--- config.mk ---
export PLATFORM = sky130hd
export DESIGN_NAME = lane_transmitter
export DESIGN_NICKNAME = d
export VERILOG_FILES = /design/src/lane_transmitter.v
export VERILOG_INCLUDE_DIRS = /design/src
export SDC_FILE = /design/constraint.sdc
export NUM_CORES = 1
export LEC_CHECK = 0
export ABC_AREA = 1
export BUFFER_PORTS_ARGS = -buffer_cell sky130_fd_sc_hd__buf_2
export CORE_UTILIZATION = 45
export CTS_BUF_LIST = sky130_fd_sc_hd__clkbuf_4 sky130_fd_sc_hd__clkbuf_8
export DETAILED_ROUTE_END_ITERATION = 7
export MAX_ROUTING_LAYER = met4
export PLACE_DENSITY = 0.69
export SETUP_SLACK_MARGIN = 0.15
export SKIP_CTS_REPAIR_TIMING = 1
export SLEW_MARGIN = 30
export SYNTH_ARGS = -nofsm -noshare
export SYNTH_HDL_FRONTEND = slang
export SYNTH_SLANG_ARGS = --single-unit
--- constraint.sdc ---
create_clock -name clk -period 13.7 [get_ports clk]
set_input_delay 1.37 -clock clk [delete_from_list [all_inputs] [get_ports clk]]
set_output_delay 1.37 -clock clk [all_outputs]
set_load 0.02 [all_outputs]
--- src/lane_tx_map.vh ---
// Purpose: Constants for the single-lane transmit link layer
// Assumes: Included by lane_transmitter.v only
// Notes:   Offsets are register indices on the plain register port
`ifndef LANE_TX_MAP_VH
`define LANE_TX_MAP_VH

// Register offsets
`define REG_CTRL 8'h00
`define REG_KCFG 8'h01
`define REG_DEVID 8'h02
`define REG_BANKID 8'h03
`define REG_LANEID 8'h04
`define REG_CHKSUM 8'h05
`define REG_STATUS 8'h06

// Control field positions
`define CTRL_HOLD_BIT 0
`define CTRL_SCR_BIT 1
`define CTRL_PRBS_BIT 2
`define CTRL_CS_LO 3
`define CTRL_CS_HI 4

// Reset values
`define CTRL_RST 8'h02
`define KCFG_RST 5'h1f
`define DEVID_RST 8'h00
`define BANKID_RST 4'h0
`define LANEID_RST 5'h00
`define PRBS_SEED 15'h7fff

// Fixed link parameters, minus one where the link carries them so
`define LANES_M1 5'h00
`define OCTETS_M1 8'h01
`define CONV_M1 8'h00
`define RES_M1 5'h0d
`define BITS_M1 5'h0f
`define SPF_M1 5'h00
`define SUBCLASS_V 3'h0
`define VERSION_V 3'h1
`define HD_V 1'b0
`define CF_V 5'h00

// Octet values and control character data
`define SCR_A_MATCH 8'h7c
`define SCR_F_MATCH 8'hfc
`define K28_0 8'h1c
`define K28_3 8'h7c
`define K28_4 8'h9c
`define K28_5 8'hbc
`define K28_7 8'hfc
`define ILAS_MFS 2'h3
`define CFG_FIRST 6'h02
`define CFG_LAST 6'h0f

`endif

--- src/lane_transmitter.v ---
// Purpose: Single-lane transmit link layer: framing, scrambling, character
//          replacement, alignment sequence and 8b/10b encoding
// Assumes: One frame (two octets) per clk at 250 MHz, so 20 code bits per clk
//          feed a 5 Gbps serializer; sync_request_in is synchronous
// Notes:   Code bit a of each symbol sits in the MSB of its 10-bit half
`include "lane_tx_map.vh"
`default_nettype none

module lane_transmitter (
  input wire clk,
  input wire rst_n,
  input wire [13:0] sample_in,
  input wire overrange_in,
  input wire underrange_in,
  input wire sync_request_in,
  input wire [7:0] reg_addr,
  input wire [7:0] reg_wdata,
  input wire reg_wr,
  input wire reg_rd,
  output reg [7:0] reg_rdata,
  output reg [19:0] serial_lane_out_pair,
  output reg frame_start
);
  localparam [2:0] ST_CGS = 3'b001;
  localparam [2:0] ST_ILAS = 3'b010;
  localparam [2:0] ST_DATA = 3'b100;

  ////////////////////////////////////////////////////////////////////////////
  // 6-bit sub-block, negative disparity form
  function [5:0] tbl6;
    input [4:0] x;
    begin
      case (x)
        5'd0: tbl6 = 6'b100111;
        5'd1: tbl6 = 6'b011101;
        5'd2: tbl6 = 6'b101101;
        5'd3: tbl6 = 6'b110001;
        5'd4: tbl6 = 6'b110101;
        5'd5: tbl6 = 6'b101001;
        5'd6: tbl6 = 6'b011001;
        5'd7: tbl6 = 6'b111000;
        5'd8: tbl6 = 6'b111001;
        5'd9: tbl6 = 6'b100101;
        5'd10: tbl6 = 6'b010101;
        5'd11: tbl6 = 6'b110100;
        5'd12: tbl6 = 6'b001101;
        5'd13: tbl6 = 6'b101100;
        5'd14: tbl6 = 6'b011100;
        5'd15: tbl6 = 6'b010111;
        5'd16: tbl6 = 6'b011011;
        5'd17: tbl6 = 6'b100011;
        5'd18: tbl6 = 6'b010011;
        5'd19: tbl6 = 6'b110010;
        5'd20: tbl6 = 6'b001011;
        5'd21: tbl6 = 6'b101010;
        5'd22: tbl6 = 6'b011010;
        5'd23: tbl6 = 6'b111010;
        5'd24: tbl6 = 6'b110011;
        5'd25: tbl6 = 6'b100110;
        5'd26: tbl6 = 6'b010110;
        5'd27: tbl6 = 6'b110110;
        5'd28: tbl6 = 6'b001110;
        5'd29: tbl6 = 6'b101110;
        5'd30: tbl6 = 6'b011110;
        default: tbl6 = 6'b101011;
      endcase
    end
  endfunction

  // One octet to one symbol; returns {rd_out, abcdei, fghj}
  function [10:0] enc;
    input [7:0] d;
    input k;
    input rd;
    reg [5:0] c6;
    reg [3:0] c4;
    reg rd_mid;
    reg alt;
    reg un6;
    reg un4;
    begin
      c6 = k ? 6'b001111 : tbl6(d[4:0]);
      un6 = (c6[0] + c6[1] + c6[2] + c6[3] + c6[4] + c6[5]) != 3'd3;
      if (rd && (un6 || d[4:0] == 5'd7)) begin
        c6 = ~c6;
      end
      rd_mid = rd ^ un6;
      alt = k || (!rd_mid && (d[4:0] == 5'd17 || d[4:0] == 5'd18 || d[4:0] == 5'd20)) ||
            (rd_mid && (d[4:0] == 5'd11 || d[4:0] == 5'd13 || d[4:0] == 5'd14));
      case (d[7:5])
        3'd0: c4 = 4'b1011;
        3'd1: c4 = 4'b1001;
        3'd2: c4 = 4'b0101;
        3'd3: c4 = 4'b1100;
        3'd4: c4 = 4'b1101;
        3'd5: c4 = 4'b1010;
        3'd6: c4 = 4'b0110;
        default: c4 = alt ? 4'b0111 : 4'b1110;
      endcase
      un4 = (d[7:5] == 3'd0) || (d[7:5] == 3'd4) || (d[7:5] == 3'd7);
      // Control codes take the other balanced fghj form after a positive start
      if ((rd_mid && (un4 || d[7:5] == 3'd3)) || (k && !rd_mid && !un4 && d[7:5] != 3'd3)) begin
        c4 = ~c4;
      end
      enc = {rd_mid ^ un4, c6, c4};
    end
  endfunction

  // Sixteen bits through 1 + x^14 + x^15, first bit sent in the MSB
  function [30:0] scr16;
    input [15:0] d;
    input [14:0] s;
    reg [14:0] st;
    reg [15:0] o;
    integer i;
    begin
      st = s;
      o = 16'h0000;
      for (i = 15; i >= 0; i = i - 1) begin
        o[i] = d[i] ^ st[13] ^ st[14];
        st = {st[13:0], o[i]};
      end
      scr16 = {st, o};
    end
  endfunction

  ////////////////////////////////////////////////////////////////////////////
  // Register file
  reg [7:0] ctrl_r;
  reg [4:0] kcfg_r;
  reg [7:0] devid_r;
  reg [3:0] bankid_r;
  reg [4:0] laneid_r;
  reg [2:0] state_r;
  reg [2:0] state_nxt;
  wire hold = ctrl_r[`CTRL_HOLD_BIT];
  wire scr_en = ctrl_r[`CTRL_SCR_BIT];
  wire prbs_en = ctrl_r[`CTRL_PRBS_BIT];
  wire [1:0] cs = ctrl_r[`CTRL_CS_HI:`CTRL_CS_LO];
  // Configuration octets as carried in the second alignment multiframe
  wire [7:0] cfg3 = {scr_en, 2'b00, `LANES_M1};
  wire [7:0] cfg5 = {3'b000, kcfg_r};
  wire [7:0] cfg7 = {cs, 1'b0, `RES_M1};
  wire [7:0] cfg8 = {`SUBCLASS_V, `BITS_M1};
  wire [7:0] cfg9 = {`VERSION_V, `SPF_M1};
  wire [7:0] cfg10 = {`HD_V, 2'b00, `CF_V};
  // Sum of every parameter field, mod 256; recomputed whenever a field changes
  wire [7:0] chksum = devid_r + {4'h0, bankid_r} + {3'b000, laneid_r} + {7'h00, scr_en} +
                      {3'b000, `LANES_M1} + `OCTETS_M1 + {3'b000, kcfg_r} + `CONV_M1 +
                      {6'h00, cs} + {3'b000, `RES_M1} + {5'h00, `SUBCLASS_V} +
                      {3'b000, `BITS_M1} + {5'h00, `VERSION_V} + {3'b000, `SPF_M1} +
                      {7'h00, `HD_V} + {3'b000, `CF_V};
  always @(posedge clk or negedge rst_n) begin
    if (!rst_n) begin
      ctrl_r <= `CTRL_RST;
      kcfg_r <= `KCFG_RST;
      devid_r <= `DEVID_RST;
      bankid_r <= `BANKID_RST;
      laneid_r <= `LANEID_RST;
    end else if (reg_wr) begin
      case (reg_addr)
        `REG_CTRL: ctrl_r <= {3'b000, reg_wdata[4:0]};
        `REG_KCFG: kcfg_r <= reg_wdata[4:0];
        `REG_DEVID: devid_r <= reg_wdata;
        `REG_BANKID: bankid_r <= reg_wdata[3:0];
        `REG_LANEID: laneid_r <= reg_wdata[4:0];
        default: ctrl_r <= ctrl_r;
      endcase
    end
  end

  // Unmapped or idle reads return zero
  always @(posedge clk or negedge rst_n) begin
    if (!rst_n) begin
      reg_rdata <= 8'h00;
    end else if (reg_rd) begin
      case (reg_addr)
        `REG_CTRL: reg_rdata <= ctrl_r;
        `REG_KCFG: reg_rdata <= {3'b000, kcfg_r};
        `REG_DEVID: reg_rdata <= devid_r;
        `REG_BANKID: reg_rdata <= {4'h0, bankid_r};
        `REG_LANEID: reg_rdata <= {3'b000, laneid_r};
        `REG_CHKSUM: reg_rdata <= chksum;
        `REG_STATUS: reg_rdata <= {5'h00, state_r};
        default: reg_rdata <= 8'h00;
      endcase
    end else begin
      reg_rdata <= 8'h00;
    end
  end

  ////////////////////////////////////////////////////////////////////////////
  // Phase control and frame counting
  reg [4:0] fcnt_r;
  reg [1:0] mfcnt_r;
  wire mf_end = (fcnt_r == kcfg_r);
  always @* begin
    state_nxt = state_r;
    case (state_r)
      ST_CGS: begin
        if (sync_request_in) begin
          state_nxt = ST_ILAS;
        end
      end
      ST_ILAS: begin
        if (!sync_request_in) begin
          state_nxt = ST_CGS;
        end else if (mf_end && mfcnt_r == `ILAS_MFS) begin
          state_nxt = ST_DATA;
        end
      end
      ST_DATA: begin
        if (!sync_request_in) begin
          state_nxt = ST_CGS;
        end
      end
      default: state_nxt = ST_CGS;
    endcase
    if (hold) begin
      state_nxt = ST_CGS;
    end
  end

  always @(posedge clk or negedge rst_n) begin
    if (!rst_n) begin
      state_r <= ST_CGS;
      fcnt_r <= 5'h00;
      mfcnt_r <= 2'h0;
    end else begin
      state_r <= state_nxt;
      if (state_nxt != state_r || state_r == ST_CGS) begin
        fcnt_r <= 5'h00;
        mfcnt_r <= 2'h0;
      end else begin
        fcnt_r <= mf_end ? 5'h00 : fcnt_r + 5'h01;
        if (mf_end) begin
          mfcnt_r <= mfcnt_r + 2'h1;
        end
      end
    end
  end

  ////////////////////////////////////////////////////////////////////////////
  // Frame assembly
  reg [14:0] prbs_r;
  reg [14:0] scr_r;
  reg [7:0] prev_last_r;
  reg rd_r;
  // Two extra bits: control bits take the top extra slots first
  reg [1:0] extra;
  always @* begin
    extra = prbs_en ? prbs_r[1:0] : 2'b00;
    case (cs)
      2'd1: extra = {overrange_in | underrange_in, extra[0]};
      2'd2, 2'd3: extra = {overrange_in, underrange_in};
      default: extra = extra;
    endcase
  end

  wire [15:0] frame = {sample_in[13:6], sample_in[5:0], extra};
  wire [30:0] scr_res = scr16(frame, scr_r);
  wire scr_on = scr_en && (state_r == ST_DATA);
  wire [15:0] data_oct = scr_on ? scr_res[15:0] : frame;
  // Octet index inside the multiframe, for alignment content
  wire [5:0] oct0_idx = {fcnt_r, 1'b0};
  wire [5:0] oct1_idx = {fcnt_r, 1'b1};
  function [7:0] cfg_oct;
    input [5:0] idx;
    begin
      case (idx)
        6'd2: cfg_oct = devid_r;
        6'd3: cfg_oct = {4'h0, bankid_r};
        6'd4: cfg_oct = {3'b000, laneid_r};
        6'd5: cfg_oct = cfg3;
        6'd6: cfg_oct = `OCTETS_M1;
        6'd7: cfg_oct = cfg5;
        6'd8: cfg_oct = `CONV_M1;
        6'd9: cfg_oct = cfg7;
        6'd10: cfg_oct = cfg8;
        6'd11: cfg_oct = cfg9;
        6'd12: cfg_oct = cfg10;
        6'd15: cfg_oct = chksum;
        default: cfg_oct = 8'h00;
      endcase
    end
  endfunction
  reg [7:0] o0;
  reg [7:0] o1;
  reg k0;
  reg k1;
  always @* begin
    o0 = data_oct[15:8];
    o1 = data_oct[7:0];
    k0 = 1'b0;
    k1 = 1'b0;
    case (state_r)
      ST_CGS: begin
        o0 = `K28_5;
        o1 = `K28_5;
        k0 = 1'b1;
        k1 = 1'b1;
      end
      ST_ILAS: begin
        if (mfcnt_r == 2'h1 && oct0_idx >= `CFG_FIRST && oct0_idx <= `CFG_LAST) begin
          o0 = cfg_oct(oct0_idx);
        end
        if (mfcnt_r == 2'h1 && oct1_idx >= `CFG_FIRST && oct1_idx <= `CFG_LAST) begin
          o1 = cfg_oct(oct1_idx);
        end
        if (fcnt_r == 5'h00) begin
          o0 = `K28_0;
          k0 = 1'b1;
          if (mfcnt_r == 2'h1) begin
            o1 = `K28_4;
            k1 = 1'b1;
          end
        end
        if (mf_end) begin
          o1 = `K28_3;
          k1 = 1'b1;
        end
      end
      ST_DATA: begin
        if (scr_en) begin
          if (mf_end && data_oct[7:0] == `SCR_A_MATCH) begin
            o1 = `K28_3;
            k1 = 1'b1;
          end else if (!mf_end && data_oct[7:0] == `SCR_F_MATCH) begin
            o1 = `K28_7;
            k1 = 1'b1;
          end
        end else if (data_oct[7:0] == prev_last_r) begin
          o1 = mf_end ? `K28_3 : `K28_7;
          k1 = 1'b1;
        end
      end
      default: o0 = data_oct[15:8];
    endcase
  end

  ////////////////////////////////////////////////////////////////////////////
  // Encoding and output
  wire [10:0] sym0 = enc(o0, k0, rd_r);
  wire [10:0] sym1 = enc(o1, k1, sym0[10]);
  always @(posedge clk or negedge rst_n) begin
    if (!rst_n) begin
      prbs_r <= `PRBS_SEED;
      scr_r <= 15'h0000;
      prev_last_r <= 8'h00;
      rd_r <= 1'b0;
      serial_lane_out_pair <= 20'h0_0000;
      frame_start <= 1'b0;
    end else begin
      prbs_r <= {prbs_r[12:0], prbs_r[14] ^ prbs_r[13], prbs_r[13] ^ prbs_r[12]};
      if (scr_on) begin
        scr_r <= scr_res[30:16];
      end
      // Compare against raw data, so a replaced octet never hides a repeat
      prev_last_r <= data_oct[7:0];
      rd_r <= sym1[10];
      serial_lane_out_pair <= {sym0[9:0], sym1[9:0]};
      frame_start <= (state_r != ST_CGS) && (fcnt_r == 5'h00);
    end
  end

endmodule // lane_transmitter

`default_nettype wire

* Word-level counts from Yosys, hierarchy flattened
Memories as Yosys holds them, arrays and structs flattened. Cells that the tools add are included.
Operators by class: magnitude comparators 4, $add $sub $neg 21, bitwise logic cells 43, muxes and demuxes 50, eq/ne operators 58, reductions and logical operators 62
Operator list (count):
- 8-bit 2-to-1 mux | 12
- 4-bit case mux with 7 select lines | 2
- 8-bit case mux with 7 select lines | 1
- 8-bit case mux with 6 select lines | 1
- 1-bit bitwise XOR | 38
- 8-bit case mux with 4 select lines | 1
- 5-bit by 4-bit equality test with 1-bit output, second input constant | 6
- 5-bit equality test, second input constant | 6
- 3-bit equality test, second input constant | 9
- 5-bit by 3-bit equality test with 1-bit output, second input constant | 5
- 8-bit by 3-bit equality test with 1-bit output, second input constant | 3
- 6-bit 2-to-1 mux | 4
- 8-bit case mux with 3 select lines | 1
- 1-bit logical AND | 23
- 1-bit logical OR | 23
- 3-bit by 1-bit adder with 3-bit output | 6
- 8-bit by 1-bit adder with 8-bit output, second input constant | 2
- 8-bit by 4-bit adder with 8-bit output, second input constant | 2
- 8-bit by 5-bit adder with 8-bit output | 2
- 8-bit by 2-bit equality test with 1-bit output, second input constant | 2
- 16-bit 2-to-1 mux | 1
- 4-bit 2-to-1 mux | 4
- 8-bit case mux with 2 select lines | 1
- 3-bit by 2-bit equality test with 1-bit output, second input constant | 5
- 40 further kinds | 78
Word-level totals: bits in read-only memories 384, output and inout port bits 29, register bits after elaboration 105, memories 2
Memory list:
- (no name shown) | depth 32, bits a word 6, rd ports 1, clocked after memory_dff 0, write ports 0, line lane_transmitter.v:33 | case (x)
- (no name shown) | depth 32, bits a word 6, rd ports 1, clocked after memory_dff 0, write ports 0, line lane_transmitter.v:33

* Depth between registers and ports, before layout
An unclocked memory read counts as a cell.
word-level depth 32, depth in mapped cells 43

* Worst setup path after synthesis
Ideal clock, no wire load.
path type register to register, from register kcfg_r[0], to register serial_lane_out_pair[0], setup slack 7.025 ns, clock period less this slack 6.675 ns, arrival time 6.558 ns, cell stages (with the launch flop) 33, cell sequence dfstp_2 fa_1 inv_1 fa_1 fa_1 inv_1 ha_1 fa_1 a21oi_1 nand2_1 o211ai_1 o21ai_0 a21oi_1 inv_1 ha_1 o211ai_1 nand2_1 fa_1 inv_1 fa_1 ha_1 inv_1 fa_1 nor2_1 inv_1 nand3_1 nand2_1 inv_1 nand3_1 nand2_1 inv_1 nand3_1 nand2_1
Between the ends: longest elaborated chain between the ends 28, elaborated cells between the ends (all ways) 71
RTL lines:
- from (decl) | line lane_transmitter.v:130 | reg [4:0] kcfg_r;
- from (signal assigned) | line lane_transmitter.v:156 | kcfg_r <= `KCFG_RST;
- from (signal assigned) | line lane_transmitter.v:163 | `REG_KCFG: kcfg_r <= reg_wdata[4:0];
- 8-bit by 5-bit adder with 8-bit output | line lane_transmitter.v:148 | wire [7:0] chksum = devid_r + {4'h0, bankid_r} + {3'b000, laneid_r} + {7'h00, scr_en} +
- 8-bit by 2-bit adder with 8-bit output | line lane_transmitter.v:148
- 8-bit by 4-bit adder with 8-bit output (2 in series) | line lane_transmitter.v:148
- 8-bit by 1-bit adder with 8-bit output | line lane_transmitter.v:148
- 8-bit case mux with 6 select lines | line lane_transmitter.v:270 | case (idx)
- 8-bit 2-to-1 mux | line lane_transmitter.v:307 | if (mfcnt_r == 2'h1 && oct1_idx >= `CFG_FIRST && oct1_idx <= `CFG_LAST) begin
- 8-bit 2-to-1 mux | line lane_transmitter.v:313 | if (mfcnt_r == 2'h1) begin
- 8-bit 2-to-1 mux | line lane_transmitter.v:310 | if (fcnt_r == 5'h00) begin
- [... 11 more ...]
- 1-bit zero test | line lane_transmitter.v:88, lane_transmitter.v:102
- 1-bit logical AND | line lane_transmitter.v:88 | alt = k || (!rd_mid && (d[4:0] == 5'd17 || d[4:0] == 5'd18 || d[4:0] == 5'd20)) ||
- 1-bit logical OR (2 in series) | line lane_transmitter.v:88
- 4-bit 2-to-1 mux | line lane_transmitter.v:98 | default: c4 = alt ? 4'b0111 : 4'b1110;
- 4-bit case mux with 7 select lines | line lane_transmitter.v:90 | case (d[7:5])
- 4-bit inverter | line lane_transmitter.v:103 | c4 = ~c4;
- 4-bit 2-to-1 mux (*) | line lane_transmitter.v:102 | if ((rd_mid && (un4 || d[7:5] == 3'd3)) || (k && !rd_mid && !un4 && d[7:5] != 3'd3)) begin
- net sym1[0] | line lane_transmitter.v:344 | wire [10:0] sym1 = enc(o1, k1, sym0[10]);
- to (signal assigned) | line lane_transmitter.v:361 | serial_lane_out_pair <= {sym0[9:0], sym1[9:0]};
- to (decl) | line lane_transmitter.v:21 | output reg [19:0] serial_lane_out_pair,
Mark *: on every way through the listed nets, which the timed path passes. The rest lies on a longest branch. A chain may end at the register's enable or synchronous reset.

* Worst setup path after layout
from register ctrl_r[1], to register serial_lane_out_pair[0]
Between the ends: longest elaborated chain between the ends 30, elaborated cells between the ends (all ways) 93
RTL lines:
- from (decl) | line lane_transmitter.v:129 | reg [7:0] ctrl_r;
- from (signal assigned) | line lane_transmitter.v:155 | ctrl_r <= `CTRL_RST;
- from (signal assigned) | line lane_transmitter.v:162 | `REG_CTRL: ctrl_r <= {3'b000, reg_wdata[4:0]};
- from (signal assigned) | line lane_transmitter.v:167 | default: ctrl_r <= ctrl_r;
- 8-bit by 1-bit adder with 8-bit output | line lane_transmitter.v:148
- 8-bit by 1-bit adder with 8-bit output (no line)
- 8-bit by 5-bit adder with 8-bit output | line lane_transmitter.v:148
- 8-bit by 2-bit adder with 8-bit output | line lane_transmitter.v:148
- 8-bit by 4-bit adder with 8-bit output (2 in series) | line lane_transmitter.v:148
- 8-bit by 1-bit adder with 8-bit output | line lane_transmitter.v:148
- 8-bit case mux with 6 select lines | line lane_transmitter.v:270
- 8-bit 2-to-1 mux | line lane_transmitter.v:307
- [... 13 more ...]
- 1-bit zero test | line lane_transmitter.v:88, lane_transmitter.v:102
- 1-bit logical AND | line lane_transmitter.v:88
- 1-bit logical OR (2 in series) | line lane_transmitter.v:88
- 4-bit 2-to-1 mux | line lane_transmitter.v:98
- 4-bit case mux with 7 select lines | line lane_transmitter.v:90
- 4-bit inverter | line lane_transmitter.v:103
- 4-bit 2-to-1 mux (*) | line lane_transmitter.v:102
- net sym1[0] | line lane_transmitter.v:344
Marks and branches as above.

==> results.json <==
{
  "die_width_um": 132,
  "layout_commonest_cell": "nand2_1",
  "peakVddDrop_uv": 116,
  "regToRegEndpoint": "serial_lane_out_pair[0]",
  "routed.top_layer": "met4",
  "endpoint": "serial_lane_out_pair[0]",
  "final_cell_mix": "280 x nand2_1, 167 x inv_1, 84 x nand3_1",
  "p_comb_frac": 0.575,
  "internal-power_mw": 0.721,
  "design_area_um2": 8420,
  "numPortBuffers": 65,
  "drt-total-wl_um": 19000,
  "ant_nets": 0,
  "ys.flop_type": "dfrtp_1",
  "fillers": 1663,
  "syn_nets": 1127,
  "whs_ns": 0.363,
  "grt_use_total": 0.236,
  "maxCapViolCount": 0,
  "grt_start_max_net_pins": 55,
  "startpoint": "ctrl_r[1]",
  "synth_cell_types": 51,
  "worstSetupEndpointType": "register",
  "grt_overflow_total": 0,
  "drtPass1Iterations": 5,
  "io_pins": 66,
  "rsz0062_at_grt": "false",
  "setup_viol": 0,
  "cp.required_ns": 14.01,
  "max_slew_margin": 0.361,
  "hold_violations": 0,
  "clkSinkCount": 105,
  "clkPwrFrac": 0.147,
  "grt_pass1_wl_um": 31800,
  "swShare": 0.481,
  "path_class": "register to register",
  "critPathMostFrequentCell": "inv_1",
  "cts_root_buf": "clkbuf_8",
  "min_period_ns": 7.43,
  "dp_hpwl_um": 15100,
  "antenna_found_initial": 0,
  "placed_cell_area_um2": 8210,
  "cts.clk_slew.worst_paths_ns": 0.12,
  "dr_wl_met3_um": 843,
  "start_util": 0.461,
  "dr_total_vias": 6937,
  "final_net_count": 1195,
  "p_leak_nw": 4.37,
  "wl_per_cell_um": 14.3,
  "worst_pin_slew_ns": 0.946,
  "ys_warn_count": 0,
  "rr_worst_depth": 34,
  "rows": 47,
  "drv_slew": 0,
  "finalWeightedCongestion": 0.972,
  "cp.arrival_ns": 7.73,
  "ys_ff_latch": 105,
  "netlist_area_um2": 7640,
  "hp-class": "register to register",
  "wl_met1_um": 9110,
  "drive_gt1_frac": 0.131,
  "timing.fmax_ghz": 0.135,
  "layout.cells.non_filler": 1329,
  "slowest_delay_ns": 0.68,
  "pwr-share-seq": 0.279,
  "avgSynthCellArea_um2": 7.38,
  "cts_inserted_buffers": 9,
  "finClkSkew_ns": 0.0233,
  "first_global_vias": 6537,
  "clock_latency_ns": 0.41,
  "wl_met2_um": 8620,
  "die_h_um": 132,
  "viasPerCell": 5.22,
  "synthArstFlopShare": 1.00,
  "synth_edf_count": 0,
  "coreArea_um2": 16600,
  "dieArea_um2": 17500,
  "placed_cells": 1313,
  "r2r_slack_ns": 6.27,
  "critical_path.max_fanout": 9,
  "drcViolationCount": 0,
  "dr.first_iter.drc_count": 614,
  "antenna_cells": 0,
  "worstSetupStartpointType": "register",
  "crit_path_top_delay_cell": "dfstp_2",
  "p_switching_mw": 0.669,
  "ys_seq_area_frac": 0.347,
  "status": "finished clean",
  "powerDensity_nw_per_um2": 165,
  "tritoncts": "done",
  "synth_cells": 1036,
  "fin_tns_setup_ns": 0,
  "cts_buffer_depth": 2,
  "r2r_start": "ctrl_r[1]",
  "area_delta_synth_final_pct": 10.2,
  "period_share": 0.542,
  "cts_max_level": 3
}
==> power groups by stage <==
stage	Combinational [mW]	Clock [mW]	Sequential, mW
4_1_cts	0.799	0.211	0.388
3_5_place_dp	0.794	0	0.393
5_1_grt	0.902	0.223	0.392
3_3_place_gp	0.779	0	0.393
2_1_floorplan	0.569	0	0.432
6_report	0.799	0.204	0.387
==> worst min-delay path by stage <==
stage,startpoint,to,slack [ns],cells past startpoint
2_1_floorplan,prbs_r[8],prbs_r[10],0.35,0
3_3_place_gp,prbs_r[4],prbs_r[6],0.35,0
3_5_place_dp,prbs_r[4],prbs_r[6],0.35,0
4_1_cts,prbs_r[4],prbs_r[6],0.37,0
5_1_grt,prbs_r[7],prbs_r[9],0.37,0
6_report,prbs_r[4],prbs_r[6],0.36,0
==> sequential cells by signal, indices dropped and copies added (netlist names), 2 cells and up <==
name and flops:
state_r 3, serial_lane_out_pair 20, bankid_r 4, prev_last_r 8, scr_r 15, prbs_r 15
reg_rdata 8, kcfg_r 5, mfcnt_r 2, ctrl_r 5, devid_r 8, fcnt_r 5
laneid_r 5
==> Yosys cell counts, types with 2 or more instances <==
master,number,area (µm²)
inv_2,8,30.0
a21oi_1,38,190
nor3_2,2,20.0
fa_1,17,340
nand2_2,8,50.1
ha_1,37,463
nand3b_1,4,30.0
nand4_1,6,37.5
o22ai_1,15,93.8
a221oi_1,4,35.0
o221ai_1,4,35.0
o211ai_1,7,52.6
dfstp_2,22,578
a21oi_4,2,32.5
o21ai_0,75,375
dfrtp_1,83,2080
xnor2_1,13,114
nor2_1,67,251
nand3_1,84,420
buf_2,3,15.0
clkbuf_1,4,15.0
xor2_1,28,245
o21ai_1,5,25.0
inv_1,167,627
nor2_2,3,18.8
a211oi_1,4,30.0
a21o_1,2,15.0
nor3_1,8,40.0
a31oi_1,4,25.0
mux2_2,3,33.8
o2111ai_1,3,26.3
or2_2,5,31.3
a22oi_1,3,22.5
nand2_1,280,1050
nand2_4,2,22.5
==> area by class of cell <==
| cell class | instances | area [µm²] | area share |
|---|---|---|---|
| multi-input combinational | 747 | 4290 | 0.509 |
| clock inverter | 7 | 88.8 | 0.0105 |
| inverter | 175 | 657 | 0.0780 |
| tap | 220 | 275 | 0.0327 |
| sequential | 105 | 2660 | 0.315 |
| timing repair buffer | 66 | 335 | 0.0398 |
| clock buffer | 9 | 124 | 0.0147 |
==> through the flow <==
| stage | worst slack (ns) | utilization | total power [mW] |
|---|---|---|---|
| 2_1_floorplan | 7.02 | - | 1.00 |
| 3_3_place_gp | 6.57 | 0.495 | 1.17 |
| 3_5_place_dp | 6.34 | 0.495 | 1.19 |
| 4_1_cts | 6.30 | 0.508 | 1.40 |
| 5_1_grt | 5.79 | 0.508 | 1.52 |
| 6_report | 6.27 | 0.508 | 1.39 |
==> worst max-delay path: cells and delay by family, from the launching register on <==
family,cells,cell delay (ns)
adder cells (fa/ha/maj),10,3.87
AO/OA/AOI/OAI,5,1.00
flip-flops,1,0.68
buffers and inverters,8,0.66
AND/OR/NAND/NOR,11,1.13
==> metal layers <==
layer	up-vias	track usage
li1	3476	-
met1	3244	0.322
met2	185	0.358
met3	32	0.0292
met4	0	0.0894
met5	-	-
==> cells by family after synthesis <==
| family | synth area share |
|---|---|
| xor gates and xnor gates | 0.0470 |
| adders and majority gates | 0.105 |
| muxes | 0.00442 |
| AOI/OAI and AO/OA | 0.139 |
| and+or+nand+nor | 0.265 |
| DFF | 0.347 |
| buffers and inverters | 0.0920 |
Note: power is estimated with default switching activity, not from simulation.
